File: config.mk
export PLATFORM = sky130hd
export DESIGN_NAME = bpce_engine
export DESIGN_NICKNAME = d
export VERILOG_FILES = /design/src/hdl/bpce_pkg.sv /design/src/hdl/bpce_sys_unpack.sv /design/src/hdl/bpce_engine.sv
export SDC_FILE = /design/constraint.sdc
export NUM_CORES = 2
export LEC_CHECK = 0
export BUFFER_PORTS_ARGS = -buffer_cell sky130_fd_sc_hd__buf_4
export CORE_ASPECT_RATIO = 0.5
export CORE_MARGIN = 4
export CORE_UTILIZATION = 50
export CTS_CLUSTER_DIAMETER = 60
export DETAILED_ROUTE_END_ITERATION = 10
export GPL_TIMING_DRIVEN = 0
export PLACE_DENSITY = 0.65
export SYNTH_ARGS = -nofsm -noshare
export SYNTH_HDL_FRONTEND = slang
export SYNTH_SLANG_ARGS = --single-unit
File: constraint.sdc
create_clock -name CLK_I -period 4.5 [get_ports CLK_I]
set_input_delay 0.675 -clock CLK_I [delete_from_list [all_inputs] [get_ports CLK_I]]
set_output_delay 0.675 -clock CLK_I [all_outputs]
set_load 0.02 [all_outputs]
File: src/hdl/bpce_pkg.sv
package bpce_pkg;

  // ==========================================================
  // Register offsets (byte addresses on the register port)
  localparam logic [7:0] OFF_BG0 = 8'h00;
  localparam logic [7:0] OFF_BG1 = 8'h01;
  localparam logic [7:0] OFF_BG2 = 8'h02;
  localparam logic [7:0] OFF_BG3 = 8'h03;
  localparam logic [7:0] OFF_FG0 = 8'h04;
  localparam logic [7:0] OFF_FG1 = 8'h05;
  localparam logic [7:0] OFF_FG2 = 8'h06;
  localparam logic [7:0] OFF_FG3 = 8'h07;
  localparam logic [7:0] OFF_WID0 = 8'h08;
  localparam logic [7:0] OFF_WID1 = 8'h09;
  localparam logic [7:0] OFF_HGT0 = 8'h0A;
  localparam logic [7:0] OFF_HGT1 = 8'h0B;
  localparam logic [7:0] OFF_DPI0 = 8'h0C;
  localparam logic [7:0] OFF_DPI1 = 8'h0D;
  localparam logic [7:0] OFF_SPI0 = 8'h0E;
  localparam logic [7:0] OFF_SPI1 = 8'h0F;
  localparam logic [7:0] OFF_DST0 = 8'h10;
  localparam logic [7:0] OFF_DST1 = 8'h11;
  localparam logic [7:0] OFF_DST2 = 8'h12;
  localparam logic [7:0] OFF_SRC0 = 8'h14;
  localparam logic [7:0] OFF_SRC1 = 8'h15;
  localparam logic [7:0] OFF_SRC2 = 8'h16;
  localparam logic [7:0] OFF_CLIP = 8'h17;
  localparam logic [7:0] OFF_MODE = 8'h18;
  localparam logic [7:0] OFF_ROP = 8'h1A;
  localparam logic [7:0] OFF_EXT = 8'h1B;
  localparam logic [7:0] OFF_STAT = 8'h40;

  // ==========================================================
  // Field positions
  localparam int MODE_REV = 0;
  localparam int MODE_SYS = 2;
  localparam int MODE_TRANSP = 3;
  localparam int MODE_BPP_LSB = 4;
  localparam int MODE_PAT = 6;
  localparam int MODE_EXPAND = 7;
  localparam int EXT_DWORD_GRAN = 0;
  localparam int EXT_SOLID = 2;
  localparam int CLIP_SRC_LSB = 5;
  localparam int STAT_BUSY = 0;
  localparam int STAT_START = 1;
  localparam int STAT_RESET = 2;
  localparam int STAT_FLAG3 = 3;
  localparam int STAT_BUFFULL = 4;
  localparam int STAT_PAUSE = 5;
  localparam int STAT_AUTO = 7;

  // Packed-24 pixel size code
  localparam logic [1:0] BPP_24 = 2'h2;
  // Monochrome pattern size in bytes, minus one
  localparam logic [2:0] PAT_LAST = 3'h7;

  // ==========================================================
  // Parameter set, buffered and active copies
  typedef struct packed {
    logic [31:0] fg;
    logic [31:0] bg;
    logic [12:0] width;
    logic [10:0] height;
    logic [12:0] dpitch;
    logic [12:0] spitch;
    logic [21:0] dst;
    logic [21:0] src;
    logic [7:0] clip;
    logic [7:0] mode;
    logic [7:0] rop;
    logic [7:0] ext;
  } bpce_params_s;

  typedef enum logic [3:0] {
    S_IDLE,
    S_PATLD,
    S_PATWT,
    S_BYTE,
    S_RDWT,
    S_WRITE,
    S_WRWT,
    S_STEP,
    S_LINE
  } bpce_state_e;

endpackage : bpce_pkg

File: src/hdl/bpce_sys_unpack.sv
`timescale 1ns/1ns
module bpce_sys_unpack
  import bpce_pkg::*;
(
  // Clock and reset
  input wire logic clk_i,
  input wire logic rst_i,
  // Control
  input wire logic flush_i,
  input wire logic line_start_i,
  input wire logic [1:0] skip_i,
  input wire logic drop_i,
  // Host words
  input wire logic push_i,
  input wire logic [31:0] push_data_i,
  output logic push_rdy_o,
  // Bytes to engine
  input wire logic pop_i,
  output logic byte_vld_o,
  output logic [7:0] byte_o
);

  logic [31:0] word_q, word_d;
  logic [1:0] idx_q, idx_d;
  logic valid_q, valid_d;
  logic used_q, used_d;
  logic skip_pend_q, skip_pend_d;

  // ==========================================================
  // Next word state
  always_comb begin
    word_d = word_q;
    idx_d = idx_q;
    valid_d = valid_q;
    used_d = used_q;
    skip_pend_d = skip_pend_q | line_start_i;
    if (pop_i && valid_q) begin
      used_d = 1'b1;
      if (idx_q == 2'h3) begin
        valid_d = 1'b0;
      end else begin
        idx_d = idx_q + 2'h1;
      end
    end
    if (drop_i && valid_q && used_q) begin
      valid_d = 1'b0;
    end
    if (push_i && push_rdy_o) begin
      word_d = push_data_i;
      valid_d = 1'b1;
      used_d = 1'b0;
      idx_d = skip_pend_d ? skip_i : 2'h0;
      skip_pend_d = 1'b0;
    end
  end

  // ==========================================================
  // Word holding register
  always_ff @(posedge clk_i) begin
    if (rst_i || flush_i) begin
      word_q <= '0;
      idx_q <= 2'h0;
      valid_q <= 1'b0;
      used_q <= 1'b0;
      skip_pend_q <= line_start_i;
      push_rdy_o <= 1'b1;
    end else begin
      word_q <= word_d;
      idx_q <= idx_d;
      valid_q <= valid_d;
      used_q <= used_d;
      skip_pend_q <= skip_pend_d;
      push_rdy_o <= ~valid_d;
    end
  end

  assign byte_vld_o = valid_q;
  assign byte_o = word_q[{idx_q, 3'h0} +: 8];

endmodule : bpce_sys_unpack

File: src/hdl/bpce_engine.sv
// Function
// - Skip first clip-count destination pixels per line
// - Packed-24 clip field five bits, byte count
// - Source skip picks first byte of line
// - Pattern mode reuses eight pixels, no pitch
// - Pattern size and alignment follow pixel depth
// - Packed-24 pattern rows padded to 32 bytes
// - Source low bits pick first pattern line
// - Cached mono pattern reused, line offset advances
// - Solid fill writes foreground, no pattern read
// - Reverse direction walks destination and src_addr source reads downward; pattern and expanded source reads still go upward
// - System source taken from host writes
// - Unused final-DWORD bytes dropped per line
// - Expanded lines drop bits or whole DWORD
// - Start bit launches, busy bit tracks transfer
// - Pause routes host writes straight to memory
// - Reset bit aborts after next write
// - Auto-start when idle and destination written
// - Buffer-full clear means parameters reloadable
`timescale 1ns/1ns
module bpce_engine
  import bpce_pkg::*;
(
  // Clock and reset
  input wire logic CLK_I,
  input wire logic RST_I,
  // Register port
  input wire logic [7:0] REG_ADDR_I,
  input wire logic [7:0] REG_WDATA_I,
  input wire logic REG_WR_I,
  input wire logic REG_RD_I,
  output logic [7:0] REG_RDATA_O,
  // Host display memory writes
  input wire logic HOST_WR_I,
  input wire logic [21:0] HOST_ADDR_I,
  input wire logic [31:0] HOST_WDATA_I,
  output logic HOST_WR_RDY_O,
  output logic DIRECT_WR_O,
  output logic [21:0] DIRECT_ADDR_O,
  output logic [31:0] DIRECT_DATA_O,
  // Display memory
  output logic MEM_REQ_O,
  output logic MEM_WE_O,
  output logic [21:0] MEM_ADDR_O,
  output logic [7:0] MEM_WDATA_O,
  input wire logic [7:0] MEM_RDATA_I,
  input wire logic MEM_ACK_I,
  // Status
  output logic BUSY_O
);

  bpce_params_s sh_q, act_q;
  bpce_state_e st_q;
  logic start_pend_q, pend_q, abort_q, pause_q, auto_q, flag3_q;
  logic cache_vld_q;
  logic [7:0] pcache_q [0:7];
  logic [2:0] yoff_q, row_q, bit_q, k_q;
  logic [12:0] x_q;
  logic [10:0] y_q;
  logic [21:0] ldst_q, lsrc_q, lin_q;
  logic [1:0] bip_q;
  logic [4:0] pcol_q;
  logic [7:0] cur_q;

  // ==========================================================
  // Decode and derived values
  logic stat_wr, reset_wr, go, routed;
  logic expand, pat, transp, sys, rev, solid, dgran;
  logic [1:0] bpp;
  logic [12:0] clip_bytes;
  logic [2:0] ssh;
  logic [4:0] rowlast;
  logic [21:0] pmask, pat_addr, src_addr, dst_addr;
  logic new_bit, needs_sys, pix_end, line_end, last_line;
  logic [7:0] mono, color, wr_data, ub_byte;
  logic pbit, suppress, ub_vld, ub_pop, ub_drop, ub_line, done;

  assign stat_wr = REG_WR_I && (REG_ADDR_I == OFF_STAT);
  assign reset_wr = stat_wr && REG_WDATA_I[STAT_RESET];
  assign go = (st_q == S_IDLE) && !abort_q && !reset_wr &&
              (start_pend_q || (auto_q && pend_q));
  assign expand = act_q.mode[MODE_EXPAND];
  assign pat = act_q.mode[MODE_PAT];
  assign transp = act_q.mode[MODE_TRANSP];
  assign sys = act_q.mode[MODE_SYS];
  assign rev = act_q.mode[MODE_REV];
  assign solid = act_q.ext[EXT_SOLID];
  assign dgran = act_q.ext[EXT_DWORD_GRAN];
  assign bpp = act_q.mode[MODE_BPP_LSB +: 2];
  assign clip_bytes = (bpp == BPP_24) ? {8'h00, act_q.clip[4:0]} :
                      {7'h00, 6'({3'h0, act_q.clip[2:0]} * ({4'h0, bpp} + 6'h01))};
  assign ssh = (bpp == 2'h0) ? 3'h3 : ((bpp == 2'h1) ? 3'h4 : 3'h5);
  assign rowlast = {bpp, 3'h7};
  assign pmask = 22'((22'h1 << ({1'b0, ssh} + 4'h3)) - 22'h1);
  assign pat_addr = 22'((act_q.src & ~pmask) + ({19'h0, row_q} << ssh) + {17'h0, pcol_q});
  assign src_addr = rev ? 22'(lsrc_q - {9'h0, x_q}) : 22'(lsrc_q + {9'h0, x_q});
  assign dst_addr = rev ? 22'(ldst_q - {9'h0, x_q}) : 22'(ldst_q + {9'h0, x_q});
  assign new_bit = (bit_q == 3'h0) && (bip_q == 2'h0);
  assign needs_sys = sys && (!expand || new_bit);
  assign pix_end = (bip_q == bpp);
  assign line_end = (x_q == act_q.width);
  assign last_line = (y_q == act_q.height);
  assign mono = solid ? 8'hFF : (pat ? pcache_q[row_q] : cur_q);
  assign pbit = mono[3'h7 - bit_q];
  assign color = pbit ? act_q.fg[{bip_q, 3'h0} +: 8] : act_q.bg[{bip_q, 3'h0} +: 8];
  assign wr_data = expand ? color : cur_q;
  assign suppress = (x_q < clip_bytes) || (expand && transp && !pbit);
  assign routed = BUSY_O && sys && !pause_q;
  assign ub_pop = (st_q == S_BYTE) && needs_sys && ub_vld;
  assign ub_drop = (st_q == S_LINE) && sys && (!expand || dgran);
  assign ub_line = go || (st_q == S_LINE);
  assign done = (st_q == S_LINE) && last_line;

  // ==========================================================
  // System source unpacker
  bpce_sys_unpack u_unpack (
    .clk_i(CLK_I),
    .rst_i(RST_I),
    .flush_i(go || reset_wr),
    .line_start_i(ub_line),
    .skip_i(act_q.clip[CLIP_SRC_LSB +: 2]),
    .drop_i(ub_drop),
    .push_i(HOST_WR_I && routed),
    .push_data_i(HOST_WDATA_I),
    .push_rdy_o(HOST_WR_RDY_O),
    .pop_i(ub_pop),
    .byte_vld_o(ub_vld),
    .byte_o(ub_byte)
  );

  // ==========================================================
  // Buffered parameter registers
  always_ff @(posedge CLK_I) begin
    if (RST_I) begin
      sh_q <= '0;
    end else if (REG_WR_I) begin
      case (REG_ADDR_I)
        OFF_BG0: sh_q.bg[7:0] <= REG_WDATA_I;
        OFF_BG1: sh_q.bg[15:8] <= REG_WDATA_I;
        OFF_BG2: sh_q.bg[23:16] <= REG_WDATA_I;
        OFF_BG3: sh_q.bg[31:24] <= REG_WDATA_I;
        OFF_FG0: sh_q.fg[7:0] <= REG_WDATA_I;
        OFF_FG1: sh_q.fg[15:8] <= REG_WDATA_I;
        OFF_FG2: sh_q.fg[23:16] <= REG_WDATA_I;
        OFF_FG3: sh_q.fg[31:24] <= REG_WDATA_I;
        OFF_WID0: sh_q.width[7:0] <= REG_WDATA_I;
        OFF_WID1: sh_q.width[12:8] <= REG_WDATA_I[4:0];
        OFF_HGT0: sh_q.height[7:0] <= REG_WDATA_I;
        OFF_HGT1: sh_q.height[10:8] <= REG_WDATA_I[2:0];
        OFF_DPI0: sh_q.dpitch[7:0] <= REG_WDATA_I;
        OFF_DPI1: sh_q.dpitch[12:8] <= REG_WDATA_I[4:0];
        OFF_SPI0: sh_q.spitch[7:0] <= REG_WDATA_I;
        OFF_SPI1: sh_q.spitch[12:8] <= REG_WDATA_I[4:0];
        OFF_DST0: sh_q.dst[7:0] <= REG_WDATA_I;
        OFF_DST1: sh_q.dst[15:8] <= REG_WDATA_I;
        OFF_DST2: sh_q.dst[21:16] <= REG_WDATA_I[5:0];
        OFF_SRC0: sh_q.src[7:0] <= REG_WDATA_I;
        OFF_SRC1: sh_q.src[15:8] <= REG_WDATA_I;
        OFF_SRC2: sh_q.src[21:16] <= REG_WDATA_I[5:0];
        OFF_CLIP: sh_q.clip <= REG_WDATA_I;
        OFF_MODE: sh_q.mode <= REG_WDATA_I;
        OFF_ROP: sh_q.rop <= REG_WDATA_I;
        OFF_EXT: sh_q.ext <= REG_WDATA_I;
        default: ;
      endcase
    end
  end

  // ==========================================================
  // Active parameter copy
  always_ff @(posedge CLK_I) begin
    if (RST_I) begin
      act_q <= '0;
    end else if (go) begin
      act_q <= sh_q;
    end
  end

  // ==========================================================
  // Start, status and control bits
  always_ff @(posedge CLK_I) begin
    if (RST_I) begin
      start_pend_q <= 1'b0;
      pend_q <= 1'b0;
      abort_q <= 1'b0;
      pause_q <= 1'b0;
      auto_q <= 1'b0;
      flag3_q <= 1'b0;
    end else begin
      if (stat_wr && REG_WDATA_I[STAT_START]) begin
        start_pend_q <= 1'b1;
      end else if (go || abort_q) begin
        start_pend_q <= 1'b0;
      end
      if (REG_WR_I && (REG_ADDR_I >= OFF_DST0) && (REG_ADDR_I <= OFF_DST2)) begin
        pend_q <= 1'b1;
      end else if (go || abort_q) begin
        pend_q <= 1'b0;
      end
      if (reset_wr) begin
        abort_q <= 1'b1;
      end else if (st_q == S_IDLE) begin
        abort_q <= 1'b0;
      end
      if (stat_wr) begin
        pause_q <= REG_WDATA_I[STAT_PAUSE];
        auto_q <= REG_WDATA_I[STAT_AUTO];
        flag3_q <= REG_WDATA_I[STAT_FLAG3] && !REG_WDATA_I[STAT_RESET];
      end
    end
  end

  // ==========================================================
  // Pattern line offset and cache valid
  always_ff @(posedge CLK_I) begin
    if (RST_I) begin
      yoff_q <= 3'h0;
      cache_vld_q <= 1'b0;
    end else begin
      if (REG_WR_I && (REG_ADDR_I == OFF_SRC0)) begin
        yoff_q <= REG_WDATA_I[2:0];
      end else if (done && expand && pat) begin
        yoff_q <= yoff_q + 3'h1;
      end
      if ((st_q == S_PATWT) && MEM_ACK_I && (k_q == PAT_LAST)) begin
        cache_vld_q <= 1'b1;
      end else if (reset_wr || (REG_WR_I && (((REG_ADDR_I >= OFF_SRC0) &&
                   (REG_ADDR_I <= OFF_SRC2)) || (REG_ADDR_I == OFF_MODE)))) begin
        cache_vld_q <= 1'b0;
      end
    end
  end

  // ==========================================================
  // Register read back
  always_ff @(posedge CLK_I) begin
    if (RST_I) begin
      REG_RDATA_O <= 8'h00;
    end else if (REG_RD_I) begin
      case (REG_ADDR_I)
        OFF_BG0: REG_RDATA_O <= sh_q.bg[7:0];
        OFF_BG1: REG_RDATA_O <= sh_q.bg[15:8];
        OFF_BG2: REG_RDATA_O <= sh_q.bg[23:16];
        OFF_BG3: REG_RDATA_O <= sh_q.bg[31:24];
        OFF_FG0: REG_RDATA_O <= sh_q.fg[7:0];
        OFF_FG1: REG_RDATA_O <= sh_q.fg[15:8];
        OFF_FG2: REG_RDATA_O <= sh_q.fg[23:16];
        OFF_FG3: REG_RDATA_O <= sh_q.fg[31:24];
        OFF_WID0: REG_RDATA_O <= sh_q.width[7:0];
        OFF_WID1: REG_RDATA_O <= {3'h0, sh_q.width[12:8]};
        OFF_HGT0: REG_RDATA_O <= sh_q.height[7:0];
        OFF_HGT1: REG_RDATA_O <= {5'h00, sh_q.height[10:8]};
        OFF_DPI0: REG_RDATA_O <= sh_q.dpitch[7:0];
        OFF_DPI1: REG_RDATA_O <= {3'h0, sh_q.dpitch[12:8]};
        OFF_SPI0: REG_RDATA_O <= sh_q.spitch[7:0];
        OFF_SPI1: REG_RDATA_O <= {3'h0, sh_q.spitch[12:8]};
        OFF_DST0: REG_RDATA_O <= sh_q.dst[7:0];
        OFF_DST1: REG_RDATA_O <= sh_q.dst[15:8];
        OFF_DST2: REG_RDATA_O <= {2'h0, sh_q.dst[21:16]};
        OFF_SRC0: REG_RDATA_O <= sh_q.src[7:0];
        OFF_SRC1: REG_RDATA_O <= sh_q.src[15:8];
        OFF_SRC2: REG_RDATA_O <= {2'h0, sh_q.src[21:16]};
        OFF_CLIP: REG_RDATA_O <= sh_q.clip;
        OFF_MODE: REG_RDATA_O <= sh_q.mode;
        OFF_ROP: REG_RDATA_O <= sh_q.rop;
        OFF_EXT: REG_RDATA_O <= sh_q.ext;
        OFF_STAT: REG_RDATA_O <= {auto_q, 1'b0, pause_q, pend_q && BUSY_O,
                                  flag3_q, 2'h0, BUSY_O};
        default: REG_RDATA_O <= 8'h00;
      endcase
    end
  end

  // ==========================================================
  // Direct host writes when not feeding the engine
  always_ff @(posedge CLK_I) begin
    if (RST_I) begin
      DIRECT_WR_O <= 1'b0;
      DIRECT_ADDR_O <= '0;
      DIRECT_DATA_O <= '0;
    end else begin
      DIRECT_WR_O <= HOST_WR_I && !routed;
      if (HOST_WR_I) begin
        DIRECT_ADDR_O <= HOST_ADDR_I;
        DIRECT_DATA_O <= HOST_WDATA_I;
      end
    end
  end

  // ==========================================================
  // Transfer sequencer
  always_ff @(posedge CLK_I) begin
    if (RST_I) begin
      st_q <= S_IDLE;
      BUSY_O <= 1'b0;
      MEM_REQ_O <= 1'b0;
      MEM_WE_O <= 1'b0;
      MEM_ADDR_O <= '0;
      MEM_WDATA_O <= 8'h00;
      x_q <= '0;
      y_q <= '0;
      ldst_q <= '0;
      lsrc_q <= '0;
      lin_q <= '0;
      row_q <= 3'h0;
      bit_q <= 3'h0;
      bip_q <= 2'h0;
      pcol_q <= 5'h00;
      k_q <= 3'h0;
      cur_q <= 8'h00;
      for (int i = 0; i < 8; i++) begin
        pcache_q[i] <= 8'h00;
      end
    end else begin
      case (st_q)
        S_IDLE: begin
          if (go) begin
            BUSY_O <= 1'b1;
            x_q <= '0;
            y_q <= '0;
            bit_q <= 3'h0;
            bip_q <= 2'h0;
            pcol_q <= 5'h00;
            k_q <= 3'h0;
            ldst_q <= sh_q.dst;
            lsrc_q <= sh_q.src;
            lin_q <= sh_q.src;
            row_q <= yoff_q;
            if (sh_q.mode[MODE_EXPAND] && sh_q.mode[MODE_PAT] &&
                !sh_q.ext[EXT_SOLID] && !cache_vld_q) begin
              st_q <= S_PATLD;
            end else begin
              st_q <= S_BYTE;
            end
          end
        end
        S_PATLD: begin
          MEM_REQ_O <= 1'b1;
          MEM_WE_O <= 1'b0;
          MEM_ADDR_O <= {act_q.src[21:3], k_q};
          st_q <= S_PATWT;
        end
        S_PATWT: begin
          if (MEM_ACK_I) begin
            MEM_REQ_O <= 1'b0;
            pcache_q[k_q] <= MEM_RDATA_I;
            k_q <= k_q + 3'h1;
            st_q <= (k_q == PAT_LAST) ? S_BYTE : S_PATLD;
          end
        end
        S_BYTE: begin
          if (needs_sys) begin
            if (ub_vld) begin
              cur_q <= ub_byte;
              st_q <= S_WRITE;
            end else if (abort_q) begin
              BUSY_O <= 1'b0;
              st_q <= S_IDLE;
            end
          end else if (expand) begin
            if (!pat && !solid && new_bit) begin
              MEM_REQ_O <= 1'b1;
              MEM_ADDR_O <= lin_q;
              lin_q <= 22'(lin_q + 22'h1);
              st_q <= S_RDWT;
            end else begin
              st_q <= S_WRITE;
            end
          end else begin
            MEM_REQ_O <= 1'b1;
            MEM_ADDR_O <= pat ? pat_addr : src_addr;
            st_q <= S_RDWT;
          end
        end
        S_RDWT: begin
          if (MEM_ACK_I) begin
            MEM_REQ_O <= 1'b0;
            cur_q <= MEM_RDATA_I;
            st_q <= S_WRITE;
          end
        end
        S_WRITE: begin
          if (suppress) begin
            st_q <= S_STEP;
          end else begin
            MEM_REQ_O <= 1'b1;
            MEM_WE_O <= 1'b1;
            MEM_ADDR_O <= dst_addr;
            MEM_WDATA_O <= wr_data;
            st_q <= S_WRWT;
          end
        end
        S_WRWT: begin
          if (MEM_ACK_I) begin
            MEM_REQ_O <= 1'b0;
            MEM_WE_O <= 1'b0;
            if (abort_q) begin
              BUSY_O <= 1'b0;
              st_q <= S_IDLE;
            end else begin
              st_q <= S_STEP;
            end
          end
        end
        S_STEP: begin
          if (abort_q) begin
            BUSY_O <= 1'b0;
            st_q <= S_IDLE;
          end else begin
            x_q <= 13'(x_q + 13'h1);
            bip_q <= pix_end ? 2'h0 : bip_q + 2'h1;
            bit_q <= pix_end ? bit_q + 3'h1 : bit_q;
            pcol_q <= (pcol_q == rowlast) ? 5'h00 : pcol_q + 5'h01;
            st_q <= line_end ? S_LINE : S_BYTE;
          end
        end
        S_LINE: begin
          if (last_line) begin
            BUSY_O <= 1'b0;
            st_q <= S_IDLE;
          end else begin
            y_q <= 11'(y_q + 11'h1);
            x_q <= '0;
            bit_q <= 3'h0;
            bip_q <= 2'h0;
            pcol_q <= 5'h00;
            row_q <= row_q + 3'h1;
            ldst_q <= rev ? 22'(ldst_q - {9'h0, act_q.dpitch}) :
                            22'(ldst_q + {9'h0, act_q.dpitch});
            lsrc_q <= rev ? 22'(lsrc_q - {9'h0, act_q.spitch}) :
                            22'(lsrc_q + {9'h0, act_q.spitch});
            st_q <= S_BYTE;
          end
        end
        default: st_q <= S_IDLE;
      endcase
    end
  end

endmodule : bpce_engine

== Word level (Yosys, flattened, before mapping) ==
Memories as Yosys holds them, arrays and structs flattened. A register that Yosys moved wholly into a read port is not among the register bits.
Cells that the tools add are included.

* Register bits after elaboration: 606
* Memory bits (writable): 64
* Input bits: 84
* Output and inout bits: 97
* Logic and storage cells: 419
* Memories kept: 1

{| class="wikitable"
|+ Memories
! name !! words !! bits a word !! read ports !! clocked after Yosys merged registers in !! wr ports !! line !! text
|-
| pcache_q || 8 || 8 || 1 || 1 || 8 || bpce_engine.sv:56 || <nowiki>logic [7:0] pcache_q [0:7];</nowiki>
|}

* $add $sub $neg: 24
* Multiply operators: 1
* Magnitude comparators: 6
* Eq/ne operators: 61
* Shifts and indexed selects: 5
* Muxes and demuxes: 122
* Bitwise operators: 5
* Reduce and logical (&&, ||, !) cells: 123

{| class="wikitable"
|+ Operators by type and width
! operator !! count
|-
| two-way mux 22 bit || 16
|-
| one-hot mux 8 bit (27 select lines) || 1
|-
| one-hot mux 22 bit (2 select lines) || 3
|-
| variable part select 32 x 6 -> 8 bit || 3
|-
| adder 22 x 13 -> 22 bit || 4
|-
| subtractor 22 x 13 -> 22 bit || 4
|-
| equality test 8 x 5 -> 1 bit (second input constant) || 10
|-
| one-hot mux 22 bit (3 select lines) || 1
|-
| equality test 8 x 4 -> 1 bit (second input constant) || 8
|-
| two-way mux 8 bit || 8
|-
| AND reduction 2 bit || 28
|-
| two-way mux 3 bit || 14
|-
| logical AND 1 bit || 40
|-
| two-way mux 4 bit || 10
|-
| two-way mux 13 bit || 3
|-
| one-hot mux 13 bit (3 select lines) || 1
|-
| one-hot mux 4 bit (9 select lines) || 1
|-
| two-way mux 1 bit || 35
|-
| equality test 8 x 3 -> 1 bit (second input constant) || 4
|-
| != test 2 bit (second input constant) || 14
|-
| adder 22 x 1 -> 22 bit (second input constant) || 1
|-
| adder 22 bit || 1
|-
| adder 22 x 5 -> 22 bit || 1
|-
| bitwise AND 22 bit || 1
|-
| 67 further kinds || 135
|}

== Logic depth before layout (Yosys ltp) ==
* Depth after elaboration: 14
* Gate-level depth with buffers: 19
* Mapped depth without buffers: 18

== Cells and area by module ==
A second synthesis with hierarchy kept.

* Cell total of the unflattened synthesis: 4294
* Area, all modules: 35267.6 um^2

{| class="wikitable"
|+ Modules (own cells, without submodules)
! module !! instances !! cells each !! area each (um^2) !! sequential area each (um^2)
|-
| bpce_engine || 1 || 4118 || 33581.0 || 13292.7
|-
| bpce_sys_unpack || 1 || 176 || 1686.6 || 760.7
|}

== Worst setup path before layout ==
OpenSTA, ideal clock, no wires.

* Kind: register to register
* Start point: register act_q[20] in the netlist's numbering
* End point: register MEM_ADDR_O[19]
* Setup time: 0.091 ns
* Arrival: 3.662 ns
* Data required time: 4.409 ns
* Setup slack: 0.747 ns
* Cell stages (with the launch flop): 19
* Buffers on the path: 1
* Clock period less this slack: 3.753 ns
* Path through: dfxtp_1 -> inv_1 -> ha_1 -> nand2_1 -> fa_1 -> inv_1 -> ha_1 -> inv_1 -> fa_1 -> xor2_1 -> nor2_1 -> a21oi_1 -> ha_1 -> o211ai_1 -> a21oi_1 -> o32ai_2 -> a21oi_2 -> clkbuf_1 -> a311oi_1

* Cells in the longest elaborated chain, start to end: 14
* Elaborated cells on any way between the ends: 24
* Classes of those cells: 5 x add/sub; 1 x mul; 1 x order compare; 3 x eq/ne; 2 x shift; 7 x mux; 2 x bitwise; 3 x reduce/logical

{| class="wikitable"
|+ RTL lines
! item !! line !! text
|-
| from (decl) || bpce_engine.sv:52 || <nowiki>bpce_params_s sh_q, act_q;</nowiki>
|-
| from (signal assigned) || bpce_engine.sv:175 || <nowiki>act_q <= sh_q;</nowiki>
|-
| equality test 2 x 1 -> 1 bit || bpce_engine.sv:92 || <nowiki>assign ssh = (bpp == 2'h0) ? 3'h3 : ((bpp == 2'h1) ? 3'h4 : 3'h5);</nowiki>
|-
| two-way mux 1 bit || bpce_engine.sv:92 ||
|-
| two-way mux 3 bit || bpce_engine.sv:92 ||
|-
| adder 3 x 2 -> 4 bit || bpce_engine.sv:94 || <nowiki>assign pmask = 22'((22'h1 << ({1'b0, ssh} + 4'h3)) - 22'h1);</nowiki>
|-
| << shifter 1 x 4 -> 22 bit || bpce_engine.sv:94 ||
|-
| subtractor 22 x 1 -> 22 bit || bpce_engine.sv:94 ||
|-
| inverter 22 bit || bpce_engine.sv:95 || <nowiki>assign pat_addr = 22'((act_q.src & ~pmask) + ({19'h0, row_q} << ssh) + {17'h0, pcol_q});</nowiki>
|-
| bitwise AND 22 bit || bpce_engine.sv:95 ||
|-
| adder 22 bit || bpce_engine.sv:95 ||
|-
| adder 22 x 5 -> 22 bit || bpce_engine.sv:95 ||
|-
| two-way mux 22 bit || bpce_engine.sv:371 || <nowiki>MEM_ADDR_O <= pat ? pat_addr : src_addr;</nowiki>
|-
| two-way mux 22 bit || bpce_engine.sv:360 || <nowiki>end else if (expand) begin</nowiki>
|-
| two-way mux 22 bit || bpce_engine.sv:352 || <nowiki>if (needs_sys) begin</nowiki>
|-
| one-hot mux 22 bit (3 select lines) || bpce_engine.sv:315 || <nowiki>case (st_q)</nowiki>
|-
| to (signal assigned) || bpce_engine.sv:363 || <nowiki>MEM_ADDR_O <= lin_q;</nowiki>
|-
| to (signal assigned) || bpce_engine.sv:371 ||
|-
| to (signal assigned) || bpce_engine.sv:388 || <nowiki>MEM_ADDR_O <= dst_addr;</nowiki>
|-
| to (decl) || bpce_engine.sv:44 || <nowiki>output logic [21:0] MEM_ADDR_O,</nowiki>
|}

Several ways; a longest one is shown, not always the timed one. The select of a mux whose other input is x is not followed.
A chain may end at the register's enable or synchronous reset.

== Final worst setup path ==
* Start point: register act_q[16] in the netlist's numbering
* End point: register lsrc_q[21]

* Cells in the longest elaborated chain, start to end: 3

{| class="wikitable"
|+ RTL lines
! item !! line !! text
|-
| two-way mux 22 bit || bpce_engine.sv:430 || <nowiki>lsrc_q <= rev ? 22'(lsrc_q - {9'h0, act_q.spitch}) :</nowiki>
|-
| two-way mux 22 bit || bpce_engine.sv:418 || <nowiki>if (last_line) begin</nowiki>
|-
| one-hot mux 22 bit (2 select lines) || bpce_engine.sv:315 ||
|-
| to (signal assigned) || bpce_engine.sv:326 || <nowiki>lsrc_q <= sh_q.src;</nowiki>
|-
| to (signal assigned) || bpce_engine.sv:430 ||
|-
| to (decl) || bpce_engine.sv:60 || <nowiki>logic [21:0] ldst_q, lsrc_q, lin_q;</nowiki>
|}

No other way between the ends. The select of a mux whose other input is x is not followed.

==> results.py <==
metrics = {
    "status": {
        "status": "finished clean",
    },
    "power_and_ir_drop": {
        "power_density_nw_per_um2": 352,
        "p_sw_share_pct": 29.0,
        "power_frac_clock_pct": 40.1,
        "p_comb_share_pct": 15.7,
        "power_frac_seq_pct": 44.2,
        "total_leakage_power_nw": 13.9,
        "switchingPower_mw": 4.03,
        "internal-power_mw": 9.85,
        "vdd.ir_drop.worst_uv": 348,
    },
    "timing": {
        "drv_slew": 0,
        "finalHoldViolCount": 0,
        "finalCriticalPeriod_ns": 4.38,
        "setup_viol": 0,
        "skew_ns": 0.0464,
        "period_share_pct": 97.4,
        "whs_ns": 0.201,
        "tns_ns": 0,
        "max_freq_mhz": 228,
        "tightest_slew_ns": 1.35,
        "relSlewSlack_pct": 9.25,
        "rsz0062_at_grt": "yes",
    },
    "global_routing": {
        "antenna_found_initial": 12,
        "grt_pass1_vias": 32000,
        "grt_max_degree": 18,
        "track_usage_pct": 38.6,
        "grt-ovfl-total": 0,
        "grt_pass1_wl_um": 214000,
    },
    "clocking": {
        "cts.path.max_buffers": 3,
        "cts_tree": "yes",
        "cts_max_level": 2,
        "path_clk_slew_ns": 0.07,
        "cts_buffers": 61,
        "clock-sinks": 670,
        "clkLatencyLatePin_ns": 0.71,
        "cts_root_buffer": "clkbuf_16",
    },
    "cells_and_area": {
        "multi_input_comb_area_sq_um": 19500,
        "fin_nets": 4719,
        "regArea_sq_um": 14100,
        "layout-drive-gt1-share_pct": 8.92,
        "final_core_util_pct": 58.2,
        "final_area_sq_um": 39500,
        "area_growth_pct": 13.7,
        "fillers": 6318,
        "final_cell_count_no_fill": 5443,
    },
    "logic_synthesis": {
        "synthArstFlopShare_pct": 0,
        "yosys_warnings": 0,
        "synth_area_per_cell_sq_um": 8.18,
        "synthFlopType": "dfxtp_1",
        "ys_seq_area_share_pct": 40.5,
        "synth_area_sq_um": 34700,
        "synth-edff-count": 64,
        "synth-seq-cells": 670,
        "synth_cell_types": 82,
        "syn-instance-count": 4244,
    },
    "routing": {
        "first_iter_violations": 5329,
        "vias": 35200,
        "routedWlPerCell_um": 27.5,
        "ant_nets": 0,
        "viasPerCell": 6.47,
        "first_pass_iters": 7,
        "drc": 0,
        "routed_wl_um": 150000,
        "wl_met2_um": 58400,
        "wl_met3_um": 23100,
        "top_layer": "met5",
        "wl_met1_um": 61700,
    },
    "worst_setup_path": {
        "crit_type": "register to register",
        "required_ns": 5.02,
        "r2r_slack_ns": 0.12,
        "arrival_ns": 4.90,
        "startpoint_type": "register",
        "cp-end-kind": "register",
        "critPathMaxFanout": 10,
    },
    "placed_design": {
        "dpl_cell_area_sq_um": 37200,
        "place_inst": 5323,
        "portBuffers": 174,
        "place_congestion": 1.06,
        "dp_hpwl_um": 115000,
    },
    "die": {
        "die_area_sq_um": 74000,
        "num_io_pins": 181,
        "start_util_pct": 51.2,
        "num_rows": 67,
        "coreArea_sq_um": 67800,
        "die_w_um": 381,
        "die_h_um": 194,
    },
    "hold_path": {
        "holdCritPathClass": "input port to register",
    },
    "run": {
        "maxCapViolCount": 0,
    },
}
[stage by stage]
stage          total power [mW]  setup slack, ns
2_1_floorplan              7.63            0.747
3_3_place_gp               8.34           -0.764
5_1_grt                    14.2           -0.129
4_1_cts                    13.8           0.0144
3_5_place_dp               8.35           -0.638
6_report                   13.9            0.115
[per-layer routing]
metal  global-route usage [%]  vias to the layer above
li1                         -                    15600
met4                     14.1                       10
met2                     53.7                     2441
met3                     12.9                      459
met5                        0                        -
met1                     55.5                    16800
[cell families after synthesis]
kind of cell | share of synthesized area (%)
AOI/OAI and AO/OA | 19.0
xor gates and xnor gates | 4.24
adders and majority gates | 5.41
buffers and inverters | 3.87
DFF | 40.5
muxes | 5.25
other | 0.0216
and+or+nand+nor | 21.8
[final cells by class]
type                    count  area share, %
repair buffers            181           3.48
plain buffers             287           2.83
multi-input cells        3230           49.4
well taps                 897           2.84
flip-flops and latches    670           35.6
inverters                  61          0.580
clock buffers              82           4.40
clock inverters            31          0.840
diodes                      4         0.0254
[worst paths after layout]
path                        start           endpoint  depth (start not counted)
setup / recovery        act_q[16]         lsrc_q[21]                         12
hold / removal    HOST_ADDR_I[12]  DIRECT_ADDR_O[12]                          3
setup reg to reg        act_q[16]         lsrc_q[21]                         12
hold reg to reg        act_q[139]         act_q[139]                          2
[cells in the final DEF, fill, tap and decap left out, drive strengths merged, types with 91 or more instances in the layout]
master	instances
xnor2	108
nand3	254
nor2	330
dfxtp	606
mux2i	91
ha	131
buf	206
nand2	790
clkbuf	344
a21oi	533
o21ai	108
[flip-flops by register name (all words and copies together) (netlist names), 32 cells and up, named ones only]
name / count
DIRECT_DATA_O: 32
sh_q: 190
act_q: 151
u_unpack.word_q: 32
pcache_q: 64
[worst max-delay path, cell delays in order (launching register included)]
cell and delay [ns]:
dfxtp_2 0.55, clkbuf_2 0.46, mux2i_1 0.47, ha_1 0.31, nor2b_1 0.14, o31ai_1 0.44
a311oi_1 0.23, o21ai_0 0.46, a21oi_1 0.18, o31ai_1 0.38, xnor2_1 0.26, mux2i_1 0.23
a31oi_1 0.09
[power by group through the flow]
stage               logic [mW]  clock network, mW  registers (mW)
finish                    2.18               5.56            6.14
CTS                       2.09               5.55            6.14
global route              2.30               5.79            6.15
detailed placement        2.07                  0            6.28
global placement          2.07                  0            6.28
floorplan                 1.30                  0            6.32
[cell usage after synthesis (28+ instances only)]
cell / count / share of area (%)
a211oi_1: 46 / 0.99
mux2i_1: 91 / 2.6
nand3_1: 254 / 3.7
inv_1: 61 / 0.66
nand4_1: 28 / 0.50
a21oi_1: 531 / 7.7
mux4_2: 32 / 2.1
xor2_1: 60 / 1.5
ha_1: 131 / 4.7
o21ai_0: 108 / 1.6
and2_1: 84 / 1.5
nor2_1: 328 / 3.5
and3_1: 36 / 0.65
nor3_1: 63 / 0.91
a22oi_1: 75 / 1.6
dfxtp_1: 606 / 35
edfxtp_1: 64 / 5.5
a311oi_1: 30 / 0.76
nand2_1: 789 / 8.5
clkbuf_1: 260 / 2.8
xnor2_1: 108 / 2.7
[what timing repair did]
action,4_1_cts,5_1_grt
endpoints found under the setup margin,34,49
pin swaps,0,4
gates resized for setup,11,35
hold buffers,0,0
buffers inserted,0,5
hold endpoints to repair,0,0
(Power assumes the default switching activity.)
